**src/design/tap_consts.vh**
```
`ifndef TAP_CONSTS_VH
`define TAP_CONSTS_VH
// Instruction register
`define IR_LEN 10
`define IR_RESET_VAL 10'h3FF
`define IR_CAPTURE_VAL 10'h001
`define OP_SAMPLE 10'h005
`define OP_EXTEST 10'h00F
`define OP_BYPASS 10'h3FF
`define OP_USERCODE 10'h007
`define OP_IDCODE 10'h006
`define OP_HIGHZ 10'h00B
`define OP_CLAMP 10'h00A
`define OP_USER_CHAIN_0_INSTR 10'h00C
`define OP_USER_CHAIN_1_INSTR 10'h00E
// Configuration instruction range (upper code block)
`define OP_ISC_MASK 10'h300
`define OP_ISC_VAL 10'h200
// Data registers
`define DR_LEN 32
`define USERCODE_RESET 32'hFFFFFFFF
`define ID_VERSION_MSB 31
`define ID_VERSION_LSB 28
// Boundary register lengths per density
`define BSR_LEN_A 240
`define BSR_LEN_B 480
`define BSR_LEN_C 636
`define BSR_LEN_D 816
// TAP states (one-hot)
`define ST_W 16
`endif

```
**src/design/sync2.v**
```verilog
/*
 Two-flop synchroniser for one bit.
 Assumes the input is asynchronous to clk_i; output is the second flop.
*/
`timescale 1ns/100ps
module sync2
(
	// Clock and reset
	input wire clk_i,
	input wire resetn_i,
	// Data
	input wire d_i,
	output reg q_o
);
	reg stage;
	always @(posedge clk_i or negedge resetn_i)
	begin
		if (!resetn_i)
		begin
			stage <= 1'b0;
			q_o <= 1'b0;
		end
		else
		begin
			stage <= d_i;
			q_o <= stage;
		end
	end
endmodule // sync2

```
**src/design/jtag_boundary_scan_tap.v**
```verilog
/*
 Test access port: TAP state machine, 10-bit instruction register, decoder,
 bypass, identification, user code, boundary register and pin control.
 Assumes tck/tms/tdi/trst_n come from an external tester, slow against sys_clk_i;
 all are synchronised and tck edges are detected on the system clock.
*/
`timescale 1ns/100ps
`include "tap_consts.vh"
module jtag_boundary_scan_tap
#(
	parameter BSR_LEN = `BSR_LEN_A,
	parameter [3:0] ID_VERSION = 4'h0,
	// Arbitrary neutral part and maker fields
	parameter [26:0] ID_PART_MAKER = 27'h0123456,
	parameter [31:0] USERCODE = `USERCODE_RESET,
	parameter NPIN = BSR_LEN / 3
)
(
	// System
	input wire sys_clk_i,
	input wire resetn_i,
	// Test port pins
	input wire tck_i,
	input wire tms_i,
	input wire tdi_i,
	input wire trst_n_i,
	output reg tdo_o,
	output reg tdo_oe_n_o,
	// Core-side I/O: core wants to drive core_out_i/core_oe_i; pin_in_i is read from the pads
	input wire [NPIN-1:0] core_out_i,
	input wire [NPIN-1:0] core_oe_i,
	input wire [NPIN-1:0] pin_in_i,
	// Pad control
	output reg [NPIN-1:0] pad_out_o,
	output reg [NPIN-1:0] pad_oe_n_o,
	output reg pad_keep_pull_o,
	// User chain interface
	input wire user_tdo0_i,
	input wire user_tdo1_i,
	output reg user_sel0_o,
	output reg user_sel1_o,
	output reg user_tdi_o,
	output reg [15:0] user_state_o,
	output reg user_tck_rise_o,
	output reg user_tms_o,
	// Configuration engine interface
	output reg isc_sel_o,
	output reg [9:0] isc_op_o,
	input wire isc_tdo_i
);
	localparam S_RESET = 16'h0001, S_IDLE = 16'h0002, S_SDR = 16'h0004, S_CDR = 16'h0008;
	localparam S_SHDR = 16'h0010, S_E1DR = 16'h0020, S_PDR = 16'h0040, S_E2DR = 16'h0080;
	localparam S_UDR = 16'h0100, S_SIR = 16'h0200, S_CIR = 16'h0400, S_SHIR = 16'h0800;
	localparam S_E1IR = 16'h1000, S_PIR = 16'h2000, S_E2IR = 16'h4000, S_UIR = 16'h8000;

	wire tck_s, tms_s, tdi_s, trst_s;
	reg tck_d;
	reg [15:0] state, next_state;
	reg [9:0] ir_sh, ir;
	reg byp;
	reg [31:0] dr32;
	reg [BSR_LEN-1:0] bsr_sh, bsr_up;
	wire rise = tck_s & ~tck_d;
	wire fall = ~tck_s & tck_d;
	wire trst_n = trst_s;

	sync2 u_sync_tck (.clk_i(sys_clk_i), .resetn_i(resetn_i), .d_i(tck_i), .q_o(tck_s));
	sync2 u_sync_tms (.clk_i(sys_clk_i), .resetn_i(resetn_i), .d_i(tms_i), .q_o(tms_s));
	sync2 u_sync_tdi (.clk_i(sys_clk_i), .resetn_i(resetn_i), .d_i(tdi_i), .q_o(tdi_s));
	sync2 u_sync_trst (.clk_i(sys_clk_i), .resetn_i(resetn_i), .d_i(trst_n_i), .q_o(trst_s));

	// Pad inputs come from the board; capture sees them two clocks late
	wire [NPIN-1:0] pin_s;
	genvar p;
	generate
		for (p = 0; p < NPIN; p = p + 1)
		begin : g_pin_sync
			sync2 u_sync_pin (.clk_i(sys_clk_i), .resetn_i(resetn_i), .d_i(pin_in_i[p]),
				.q_o(pin_s[p]));
		end
	endgenerate

	// Decode
	wire is_sample = (ir == `OP_SAMPLE);
	wire is_extest = (ir == `OP_EXTEST);
	wire is_idcode = (ir == `OP_IDCODE);
	wire is_ucode = (ir == `OP_USERCODE);
	wire is_highz = (ir == `OP_HIGHZ);
	wire is_clamp = (ir == `OP_CLAMP);
	wire is_user_chain_0_instr = (ir == `OP_USER_CHAIN_0_INSTR);
	wire is_user_chain_1_instr = (ir == `OP_USER_CHAIN_1_INSTR);
	wire is_isc = ((ir & `OP_ISC_MASK) == `OP_ISC_VAL);
	wire sel_bsr = is_sample | is_extest;
	wire sel_dr32 = is_idcode | is_ucode;
	wire is_user = is_user_chain_0_instr | is_user_chain_1_instr;
	wire sel_byp = ~(sel_bsr | sel_dr32 | is_user | is_isc);
	wire [31:0] id_val = {ID_VERSION, ID_PART_MAKER, 1'b1};

	always @*
	begin
		next_state = state;
		case (state)
			S_RESET: next_state = tms_s ? S_RESET : S_IDLE;
			S_IDLE: next_state = tms_s ? S_SDR : S_IDLE;
			S_SDR: next_state = tms_s ? S_SIR : S_CDR;
			S_CDR: next_state = tms_s ? S_E1DR : S_SHDR;
			S_SHDR: next_state = tms_s ? S_E1DR : S_SHDR;
			S_E1DR: next_state = tms_s ? S_UDR : S_PDR;
			S_PDR: next_state = tms_s ? S_E2DR : S_PDR;
			S_E2DR: next_state = tms_s ? S_UDR : S_SHDR;
			S_UDR: next_state = tms_s ? S_SDR : S_IDLE;
			S_SIR: next_state = tms_s ? S_RESET : S_CIR;
			S_CIR: next_state = tms_s ? S_E1IR : S_SHIR;
			S_SHIR: next_state = tms_s ? S_E1IR : S_SHIR;
			S_E1IR: next_state = tms_s ? S_UIR : S_PIR;
			S_PIR: next_state = tms_s ? S_E2IR : S_PIR;
			S_E2IR: next_state = tms_s ? S_UIR : S_SHIR;
			S_UIR: next_state = tms_s ? S_SDR : S_IDLE;
			default: next_state = S_RESET;
		endcase
	end

	// Boundary capture: pins' input, output and enable per cell triplet
	wire [BSR_LEN-1:0] bsr_cap;
	genvar g;
	generate
		for (g = 0; g < BSR_LEN; g = g + 1)
		begin : g_cap
			if (g / 3 < NPIN)
			begin : g_in
				assign bsr_cap[g] = (g % 3 == 0) ? pin_s[g/3] :
					(g % 3 == 1) ? core_out_i[g/3] : core_oe_i[g/3];
			end
			else
			begin : g_pad
				assign bsr_cap[g] = 1'b0;
			end
		end
	endgenerate

	always @(posedge sys_clk_i or negedge resetn_i)
	begin
		if (!resetn_i)
		begin
			tck_d <= 1'b0;
			state <= S_RESET;
			ir_sh <= `IR_RESET_VAL;
			ir <= `IR_RESET_VAL;
			byp <= 1'b0;
			dr32 <= 32'h00000000;
			bsr_sh <= {BSR_LEN{1'b0}};
			bsr_up <= {BSR_LEN{1'b0}};
		end
		else if (!trst_n)
		begin
			tck_d <= tck_s;
			state <= S_RESET;
			ir <= `IR_RESET_VAL;
			ir_sh <= `IR_RESET_VAL;
		end
		else
		begin
			tck_d <= tck_s;
			if (rise)
			begin
				state <= next_state;
				if (state == S_RESET)
				begin
					// Reset selects bypass so pins stay in normal use
					ir <= `IR_RESET_VAL;
				end
				if (state == S_CIR)
					ir_sh <= `IR_CAPTURE_VAL;
				if (state == S_SHIR)
					ir_sh <= {tdi_s, ir_sh[9:1]};
				if (state == S_UIR)
					ir <= ir_sh;
				if (state == S_CDR)
				begin
					byp <= 1'b0;
					dr32 <= is_idcode ? id_val : USERCODE;
					if (sel_bsr)
						bsr_sh <= bsr_cap;
				end
				if (state == S_SHDR)
				begin
					// bypass bit shifts only while it is the selected path
					if (sel_byp)
						byp <= tdi_s;
					if (sel_dr32)
						dr32 <= {tdi_s, dr32[31:1]};
					if (sel_bsr)
						bsr_sh <= {tdi_s, bsr_sh[BSR_LEN-1:1]};
				end
				if (state == S_UDR && sel_bsr)
					bsr_up <= bsr_sh;
			end
		end
	end

	integer i;
	always @(posedge sys_clk_i or negedge resetn_i)
	begin
		if (!resetn_i)
		begin
			tdo_o <= 1'b0;
			tdo_oe_n_o <= 1'b1;
			pad_out_o <= {NPIN{1'b0}};
			pad_oe_n_o <= {NPIN{1'b1}};
			pad_keep_pull_o <= 1'b1;
			user_sel0_o <= 1'b0;
			user_sel1_o <= 1'b0;
			user_tdi_o <= 1'b0;
			user_state_o <= 16'h0001;
			user_tck_rise_o <= 1'b0;
			user_tms_o <= 1'b0;
			isc_sel_o <= 1'b0;
			isc_op_o <= 10'h000;
		end
		else
		begin
			// TDO changes on the falling TCK edge
			// Gives the tester half a TCK period of settled data
			if (fall)
			begin
				tdo_oe_n_o <= ~(state == S_SHIR || state == S_SHDR);
				if (state == S_SHIR)
					tdo_o <= ir_sh[0];
				else if (sel_bsr)
					tdo_o <= bsr_sh[0];
				else if (sel_dr32)
					tdo_o <= dr32[0];
				else if (is_user_chain_0_instr)
					tdo_o <= user_tdo0_i;
				else if (is_user_chain_1_instr)
					tdo_o <= user_tdo1_i;
				else if (is_isc)
					tdo_o <= isc_tdo_i;
				// unknown codes end here on the bypass bit
				else
					tdo_o <= byp;
			end
			// TAP state and signals exposed for user chains
			user_sel0_o <= is_user_chain_0_instr;
			user_sel1_o <= is_user_chain_1_instr;
			user_tdi_o <= is_user ? tdi_s : 1'b0;
			user_state_o <= is_user ? state : 16'h0000;
			user_tck_rise_o <= is_user & rise;
			user_tms_o <= is_user ? tms_s : 1'b0;
			isc_sel_o <= is_isc;
			isc_op_o <= is_isc ? ir : 10'h000;
			// pulls and bus-hold never disabled here
			pad_keep_pull_o <= 1'b1;
			for (i = 0; i < NPIN; i = i + 1)
			begin
				if (is_highz)
				begin
					pad_out_o[i] <= 1'b0;
					pad_oe_n_o[i] <= 1'b1;
				end
				else if (is_extest | is_clamp)
				begin
					pad_out_o[i] <= bsr_up[3*i+1];
					pad_oe_n_o[i] <= ~bsr_up[3*i+2];
				end
				else
				begin
					pad_out_o[i] <= core_out_i[i];
					pad_oe_n_o[i] <= ~core_oe_i[i];
				end
			end
		end
	end
endmodule // jtag_boundary_scan_tap

```
**config.mk**
```make
export PLATFORM = sky130hd
export DESIGN_NAME = jtag_boundary_scan_tap
export DESIGN_NICKNAME = d
export VERILOG_FILES = /design/src/design/sync2.v /design/src/design/jtag_boundary_scan_tap.v
export VERILOG_INCLUDE_DIRS = /design/src /design/src/design
export SDC_FILE = /design/constraint.sdc
export NUM_CORES = 1
export LEC_CHECK = 0
export ABC_AREA = 1
export BUFFER_PORTS_ARGS = -buffer_cell sky130_fd_sc_hd__buf_2
export CORE_UTILIZATION = 45
export DETAILED_ROUTE_END_ITERATION = 7
export HOLD_SLACK_MARGIN = 0.15
export PLACE_DENSITY = 0.67
export SLEW_MARGIN = 20
export SYNTH_ARGS = -nofsm -noshare
export SYNTH_HDL_FRONTEND = slang
export SYNTH_SLANG_ARGS = --single-unit
```
**constraint.sdc**
```tcl
create_clock -name sys_clk_i -period 1.9 [get_ports sys_clk_i]
set_input_delay 0.19 -clock sys_clk_i [delete_from_list [all_inputs] [get_ports sys_clk_i]]
set_output_delay 0.19 -clock sys_clk_i [all_outputs]
set_load 0.02 [all_outputs]
```
# Word level (Yosys, flattened, before mapping)
# Cells that the tools add are included.
# op_classes
eq_ne	28
reduce_logical	9
n_bitwise	173
mux	364
# ops
cell	n
$mux 240	4
$mux 1	331
$pmux 16 s12	1
$not 1->1	163
$mux 32	4
$mux 10	10
$mux 16	5
$eq 10x4->1 const B	5
$eq 10x3->1 const B	3
$mux 9	2
$eq 16x1->1 const B	1
$eq 16x10->1 const B	1
$eq 16x11->1 const B	1
$eq 16x12->1 const B	1
$eq 16x13->1 const B	1
$eq 16x14->1 const B	1
$eq 16x15->1 const B	1
$eq 16x16->1 const B	1
$eq 16x2->1 const B	1
$eq 16x3->1 const B	1
$eq 16x4->1 const B	1
$eq 16x5->1 const B	1
$eq 16x6->1 const B	1
$eq 16x7->1 const B	1
other kinds (20)	32
# word_totals
in_bits	249
out_inout_bits	195
wordCells	762
register_bits	912

# Longest topological paths before layout
# Gate-level depths: netlist of run 1.
# logic_depth
word_depth	7
depth_mapped	13
mapped_depth_nobuf	12

# Hierarchy
# A second synthesis of run 1 with hierarchy kept.
# unflattened
hier_cells	4074
area_unflattened_um2	34787.1
# by_module_without_submodules
module	instances	cells_each	seq_area_each_um2	area_each_um2
jtag_boundary_scan_tap	1	3906	16719.8	30583.1
sync2	84	2	50.0	50.0

# Worst setup path before layout of run 1
# OpenSTA, ideal clock, no wires.
# synth_path
kind	reg-to-reg
start	register ir[2]
end	register bsr_sh[76]
stages_incl_launch_ff	13
synth_period_minus_slack_ps	1855
setup_slack_ps	45
arrival_time_ps	1742
setup_time_ps	113
required_time_ps	1787
n_path_buf	3
path_cell_list	dfstp_2 nand2_1 nor2_4 nand2_1 o21ai_4 buf_6 buf_6 buf_6 nand3_1 o21ai_0 nand2_1 nand2_1 inv_1
# synth_between
elab_chain_cells	6
elab_cells_between_ends	7
cone_classes	2 x eq/ne; 4 x mux; 1 x bitwise
# synth_rtl
element	line	text
start, declared	jtag_boundary_scan_tap.v:59	reg [9:0] ir_sh, ir;
start signal, assigned	jtag_boundary_scan_tap.v:148	ir <= `IR_RESET_VAL;
start signal, assigned	jtag_boundary_scan_tap.v:158	ir <= `IR_RESET_VAL;
start signal, assigned	jtag_boundary_scan_tap.v:170	ir <= `IR_RESET_VAL;
$eq 10x3->1 (no source line) / $eq 10x4->1 (equally long branches)	n/a	
$or 1x1->1 (*)	jtag_boundary_scan_tap.v:93	wire sel_bsr = is_sample | is_extest;
$mux 240	jtag_boundary_scan_tap.v:182	if (sel_bsr)
$mux 240	jtag_boundary_scan_tap.v:178	if (state == S_CDR)
$mux 240	jtag_boundary_scan_tap.v:192	if (sel_bsr)
$mux 240 (*)	jtag_boundary_scan_tap.v:185	if (state == S_SHDR)
end signal, assigned	jtag_boundary_scan_tap.v:151	bsr_sh <= {BSR_LEN{1'b0}};
end signal, assigned	jtag_boundary_scan_tap.v:183	bsr_sh <= bsr_cap;
end signal, assigned	jtag_boundary_scan_tap.v:193	bsr_sh <= {tdi_s, bsr_sh[BSR_LEN-1:1]};
end, declared	jtag_boundary_scan_tap.v:62	reg [BSR_LEN-1:0] bsr_sh, bsr_up;
# Mark *: on every way between the ends. The rest lies on a longest branch, timed or not.
# A chain may end at the register's enable or synchronous reset.

# Final worst setup path of run 1
# layout_path
start	register ir[2]
end	register bsr_sh[101]
# Same word-level chain as after synthesis.

==> out/metrics.cfg, run 1 <==
[synthesis]
synth_compound_area_share_pct = 10.25
yosys.area_share.simple_pct = 18.76
synth_top_family_by_area = simple AND/OR/NAND/NOR gates
synth.lib_cells_used.distinct = 36
parity_gate_share_of_the_synthesized_area_counting_xor_and_xnor_cells_pct = 0
syn-instance-count = 3962
seq_area_frac_synth_pct = 60.43
synthAdderAreaFrac_pct = 0
synth.area.mux_share_pct = 0
mappedNetlistNets = 4211
postSynthRegisterBits = 831
ys.warnings.count = 0
synth.cell_area_sq_um = 34630
postSynthAreaPerCell_sq_um = 8.740

[route]
final_antenna_net_count = 0
drc = 0
route.detailed.wl_per_inst_um = 17.51
drt_pre_antenna_iters = 6
drt-total-wl_um = 102600
routed_via_density = 5.001
route.vias.total = 29310
drt_iter0_drc = 2612

[finish]
post_route_cells_drive_above_1_share_pct = 20.97
post-route-util_pct = 60.43
areaGrowthSynthToFinish_pct = 32.77
post_layout_nets = 5004
final_area_sq_um = 45970

[sta]
unrepaired_setup_endpoints_after_global_routing = yes
fin_hold_ws_ns = 0.1863
finalSetupTns_ns = -45.46
setup_violations = 573
clock-skew-final_ns = 0.02611
finalHoldViolations = 0
slew_violations = 0
max_clock_freq_ghz = 0.4811
worstMarginPinSlew_ns = 0.5199
slew_hr_pct = 65.34
setup_ws_ns = -0.1785
timing.final.crit_share_pct = 109.4
finalWorstPathRequiredPeriod_ns = 2.079

[global_route]
grt.met1_usage_pct = 34.62
grt_util_met3_pct = 3.678
overall_track_demand_over_capacity_in_global_routing_pct = 25.64
grt_pass1_wl_um = 157600
groute.layer.met2.usage_pct = 41.78
antenna_found_initial = 5
grt_start_max_net_pins = 98
global_route.peak_usage_layer = met2
first_global_vias = 28791
grt.overflow.total = 0

[clock_tree]
ctsHtreeMaxLevel = 3
clockBufferDepth = 3
cts_tree = built
cts.reportedPaths.clkPinSlew_ns = 0.06
clk_root_buffer_cell = clkbuf_16
cts_buffers = 89
cts_num_sinks = 831
clock_latency_ns = 0.64

[floorplanning]
fp.dieArea_sq_um = 78060
boundaryPins = 444
core_area_sq_um = 76080
chipWidth_um = 279.4
initial_core_util_pct = 45.52
floorplan.rows = 101
die-height_um = 279.4

[status]
failed_checks = negative setup slack
run_status = finished, violations left

[critical_path]
cp_data_required_time_ns = 2.42
startpoint_type = flop
setup.worst_path.class = reg -> reg
cp.arrival_ns = 2.60
critical_path.max_fanout = 35
timing.critical_path.to_type = flop

[place]
finalWeightedCongestion = 0.8639
place_area_sq_um = 39270
detailedPlacementHpwl_um = 62810
port_buffers = 442

[run]
drv.max_cap_violation_count = 0

[pwr]
total_leakage_power_nw = 24.60
pwr_dens_nw_per_um2 = 835.6
report.power.total_mw = 38.41
worst_ir_drop_vdd_mv = 0.5847

[hold_path]
min_path_type = in -> reg

## cell usage after synthesis (all sizes together)
cell type  count  area (sq um)
dfstp        103          2706
a21oi         29         148.9
o22ai          7         43.79
nor2         252         989.7
nand3b         2         15.01
nand2       1068          4034
inv          635          2386
conb           2         7.510
a22oi          3         22.52
a21boi         1         7.510
nor3           4         20.02
nand3        276          1406
buf          116         823.3
clkbuf       115         434.2
o21ai        518          2604
nand4          5         31.28
clkinv         2         7.510
dfrtp        728         18220
o211ai        88         660.6
a32oi          1         8.760
o21a           7         52.55
## path summary, 6_finish.rpt
path	start	endpoint	slack [ns]	cells past startpoint
setup / recovery	ir[2]$_DFFE_PN1P_	bsr_sh[101]$_DFFE_PN0P_	-0.18	11
hold / removal	tck_i	u_sync_tck.stage$_DFF_PN0_	0.19	2
setup reg to reg	ir[2]$_DFFE_PN1P_	bsr_sh[101]$_DFFE_PN0P_	-0.18	11
hold reg to reg	g_pin_sync[19].u_sync_pin.stage$_DFF_PN0_	g_pin_sync[19].u_sync_pin.q_o$_DFF_PN0_	0.34	0
max in group asynchronous	resetn_i	pad_oe_n_o[25]$_DFF_PN1_	1.01	3
min in group asynchronous	resetn_i	u_sync_tms.stage$_DFF_PN0_	0.33	3
## state kept, by name, summed over array words and instances (netlist names), 10 cells and up
register	cells
g_pin_sync.u_sync_pin.stage	80
isc_op_o	10
ir_sh	10
bsr_sh	240
g_pin_sync.u_sync_pin.q_o	80
user_state_o	16
pad_out_o	80
ir	10
state	16
pad_oe_n_o	80
dr32	32
bsr_up	160
## metrics by stage
stage               instances  setup WS, ns
global placement         5404       -0.1582
floorplan                3962       0.04538
detailed placement       5404       -0.2439
global route             5860       -0.3366
finish                   5861       -0.1785
CTS                      5837       -0.1583
## layout make-up
type | count | area [sq um]
Antenna cell | 1 | 2.502
Clock buffer | 126 | 2608
Clock inverter | 40 | 434.2
Fill cell | 6316 | 30100
Inverter | 637 | 2414
Multi-Input combinational cell | 2265 | 10380
Sequential cell | 831 | 20920
Tap cell | 1030 | 1289
Timing Repair Buffer | 931 | 7920
## critical path, stage by stage (launching register included)
cell and delay [ns]:
dfstp_2 0.58, nand2_4 0.07, nor2_4 0.12, nand2_2 0.08, o21ai_4 0.17, buf_12 0.17
nand2_4 0.10, buf_6 0.21, o21ai_0 0.22, nand2_1 0.09, nand2_1 0.06, inv_1 0.04
## cell families after synthesis
family / after synthesis
buffers and inverters: 868
other: 2
and+or+nand+nor: 1607
DFF: 831
AOI/OAI and AO/OA: 654
## what timing repair did
action / 4_1_cts / 5_1_grt
gates cloned: 9 / 17
endpoints found under the hold margin: 1145 / 0
setup buffers: 4 / 7
pin swaps: 7 / 20
hold buffers: 254 / 0
setup endpoints to repair: 569 / 633
resized for setup: 44 / 115
## cell usage in the layout (no fill, tap or decap), types with 18 or more instances in the layout
master	Yosys	layout
a21oi_1	28	28
buf_12	0	63
buf_2	67	441
buf_4	9	129
clkbuf_16	0	102
clkbuf_8	0	22
clkinv_2	0	18
dfrtp_1	728	728
dfstp_2	103	103
dlygate4sd3_1	0	253
inv_1	631	631
nand2_1	1060	1056
nand3_1	274	258
nor2_1	244	238
o211ai_1	88	88
o21ai_0	359	307
o21ai_1	158	183
o21ai_2	0	27
## report_power, final
part | internal, mW | switching (mW) | leakage (nW) | total, mW
clock network | 10.5 | 7.29 | 1.49 | 17.8
logic | 0.936 | 1.36 | 12.4 | 2.30
registers | 18.2 | 0.177 | 10.7 | 18.4
## metal layers
metal  wire (um)  up-vias  share of wire [%]
met1       43320    14120                 42
met2       49260     1115                 48
met5          29        -              0.028
met3        6427      222                6.3
li1            -    13847                  -
met4        3595        6                3.5
Note: power is estimated with default switching activity, not from simulation.
==> run 2, diff against run 1 <==
Settings changed: REMOVE_ABC_BUFFERS set to 1.
==> out/metrics.cfg, run 2 (synthesis gave the netlist of run 1 again) <==
[finish]
post-route-util_pct = 60.03
post_layout_nets = 4996
layout.cells.most_common = nand2_1
max_flop_register = bsr_sh
areaGrowthSynthToFinish_pct = 31.88
post_route_cells_drive_above_1_share_pct = 21.54
top_flop_regs = bsr_sh: 240 flops, bsr_up: 160 flops
layout_common_cells = nand2_1 (1021), dfrtp_1 (728), inv_1 (631)
number_of_flip_flops_in_the_largest_register = 240
final-instance-count-excl-fill = 5858

[sta]
worstMarginPinSlew_ns = 0.5264
slew_hr_pct = 64.90
clock-skew-final_ns = 0.03393
finalWorstPathRequiredPeriod_ns = 2.205
timing.final.crit_share_pct = 116.1
setup_ws_ns = -0.3054
fin_hold_ws_ns = 0.1980
max_clock_freq_ghz = 0.4534
setup_violations = 586
unrepaired_setup_endpoints_after_global_routing = yes
finalHoldViolations = 0
slew_violations = 0

[global_route]
grt_start_max_net_pins = 92
grt.overflow.total = 0
grt_pass1_wl_um = 159600
antenna_found_initial = 5
overall_track_demand_over_capacity_in_global_routing_pct = 25.88
first_global_vias = 29145

[clock_tree]
cts_tree = built
cts_num_sinks = 831
clock_latency_ns = 0.64
clk_root_buffer_cell = clkbuf_16
cts.reportedPaths.clkPinSlew_ns = 0.06
ctsHtreeMaxLevel = 3
cts_buffers = 88
clockBufferDepth = 3

[pwr]
total_leakage_power_nw = 24.41
report.power.total_mw = 38.91
worst_ir_drop_vdd_mv = 0.7298
pwr_dens_nw_per_um2 = 852.0

[floorplanning]
initial_core_util_pct = 45.52
boundaryPins = 444
floorplan.rows = 101
die-height_um = 279.4
fp.dieArea_sq_um = 78060
core_area_sq_um = 76080
chipWidth_um = 279.4

[route]
drt_pre_antenna_iters = 6
drt_iter0_drc = 2562
route.vias.total = 29176
drc = 0
routed_via_density = 4.981
drt-total-wl_um = 101100
final_antenna_net_count = 0
route.detailed.wl_per_inst_um = 17.26

[critical_path]
timing.critical_path.to_type = flop
worst_r2r_startpoint = ir[2]$_DFFE_PN1P_
setup.worst_path.class = reg -> reg
cp.arrival_ns = 2.74
timing.reg2reg.worst_path_depth = 11
register_to_register_setup_slack_ns = -0.31
cp_data_required_time_ns = 2.43
worst_r2r_endpoint = bsr_sh[39]$_DFFE_PN0P_
startpoint_type = flop
critical_path.max_fanout = 71

[place]
port_buffers = 442
placed_cells = 5420
detailedPlacementHpwl_um = 62890
finalWeightedCongestion = 0.8853

[hold_path]
worst_hold_startpoint = pin_in_i[43]
min_path_type = in -> reg
worstHoldPathCells = 2
hold_path_end = g_pin_sync[43].u_sync_pin.stage$_DFF_PN0_

[status]
run_status = finished, violations left
failed_checks = negative setup slack

[run]
drv.max_cap_violation_count = 0

==> run 2: how the worst max path moves through the flow <==
stage	to	from	cells after the start	slack [ns]
final	bsr_sh[39]$_DFFE_PN0P_	ir[2]$_DFFE_PN1P_	11	-0.31
after detailed placement	bsr_sh[21]$_DFFE_PN0P_	ir[2]$_DFFE_PN1P_	13	-0.21
after CTS	bsr_sh[53]$_DFFE_PN0P_	ir[2]$_DFFE_PN1P_	13	-0.15
after global routing	bsr_sh[39]$_DFFE_PN0P_	ir[2]$_DFFE_PN1P_	11	-0.39
after floorplan	bsr_sh[0]$_DFFE_PN0P_	tck_d$_DFF_PN0_	7	-7.64
after global placement	bsr_sh[92]$_DFFE_PN0P_	ir[2]$_DFFE_PN1P_	12	-0.16
==> run 2: final cells by class <==
cell class	instances	area, sq um
fill	6326	30410
sequential	831	20920
multi-input combinational	2263	10400
timing repair buffer	926	7506
clock buffer	124	2580
inverter	637	2411
tap	1030	1289
clock inverter	42	543.0
antenna	5	12.51
==> run 2: power breakdown <==
| part | switching [mW] | leakage (nW) | internal (mW) |
|---|---|---|---|
| logic | 1.34 | 12.2 | 0.901 |
| registers | 0.174 | 10.7 | 18.2 |
| clock network | 7.38 | 1.52 | 10.9 |
| total | 8.90 | 24.4 | 30.0 |
==> run 2: routing by layer <==
layer  vias up  wire length (um)  track usage (%)
met5         -                13                0
met4         2              3380            9.416
met3       239              5254            3.119
met2       971             49140            43.09
met1     14122             43320            34.91
li1      13842                 -                -
==> run 2: critical path, stage by stage (launching register included) <==
cell and delay, ns:
dfstp_2 0.56, nand2_2 0.08, nor2_4 0.12, nand2_2 0.08, o21ai_4 0.18, buf_12 0.19
nand2_8 0.09, buf_12 0.18, o21ai_2 0.25, nand2_1 0.09, nand2_1 0.08, inv_1 0.03
==> run 2: per-stage QoR <==
step | worst slack (ns) | instance area (sq um) | TNS, ns
3_5_place_dp | -0.2136 | 39300 | -63.94
5_1_grt | -0.3852 | 45670 | -136.19
4_1_cts | -0.1531 | 45310 | -45.00
6_report | -0.3054 | 45670 | -66.14
2_1_floorplan | -7.642 | 33370 | -3755.87
3_3_place_gp | -0.1631 | 39300 | -49.51
==> run 2: timing repair <==
action,CTS,global route
buffers inserted,6,5
hold buffers,250,0
endpoints found under the setup margin,585,610
pin swaps,16,6
gates resized for setup,98,86
endpoints found under the hold margin,1142,0
gates cloned,4,2
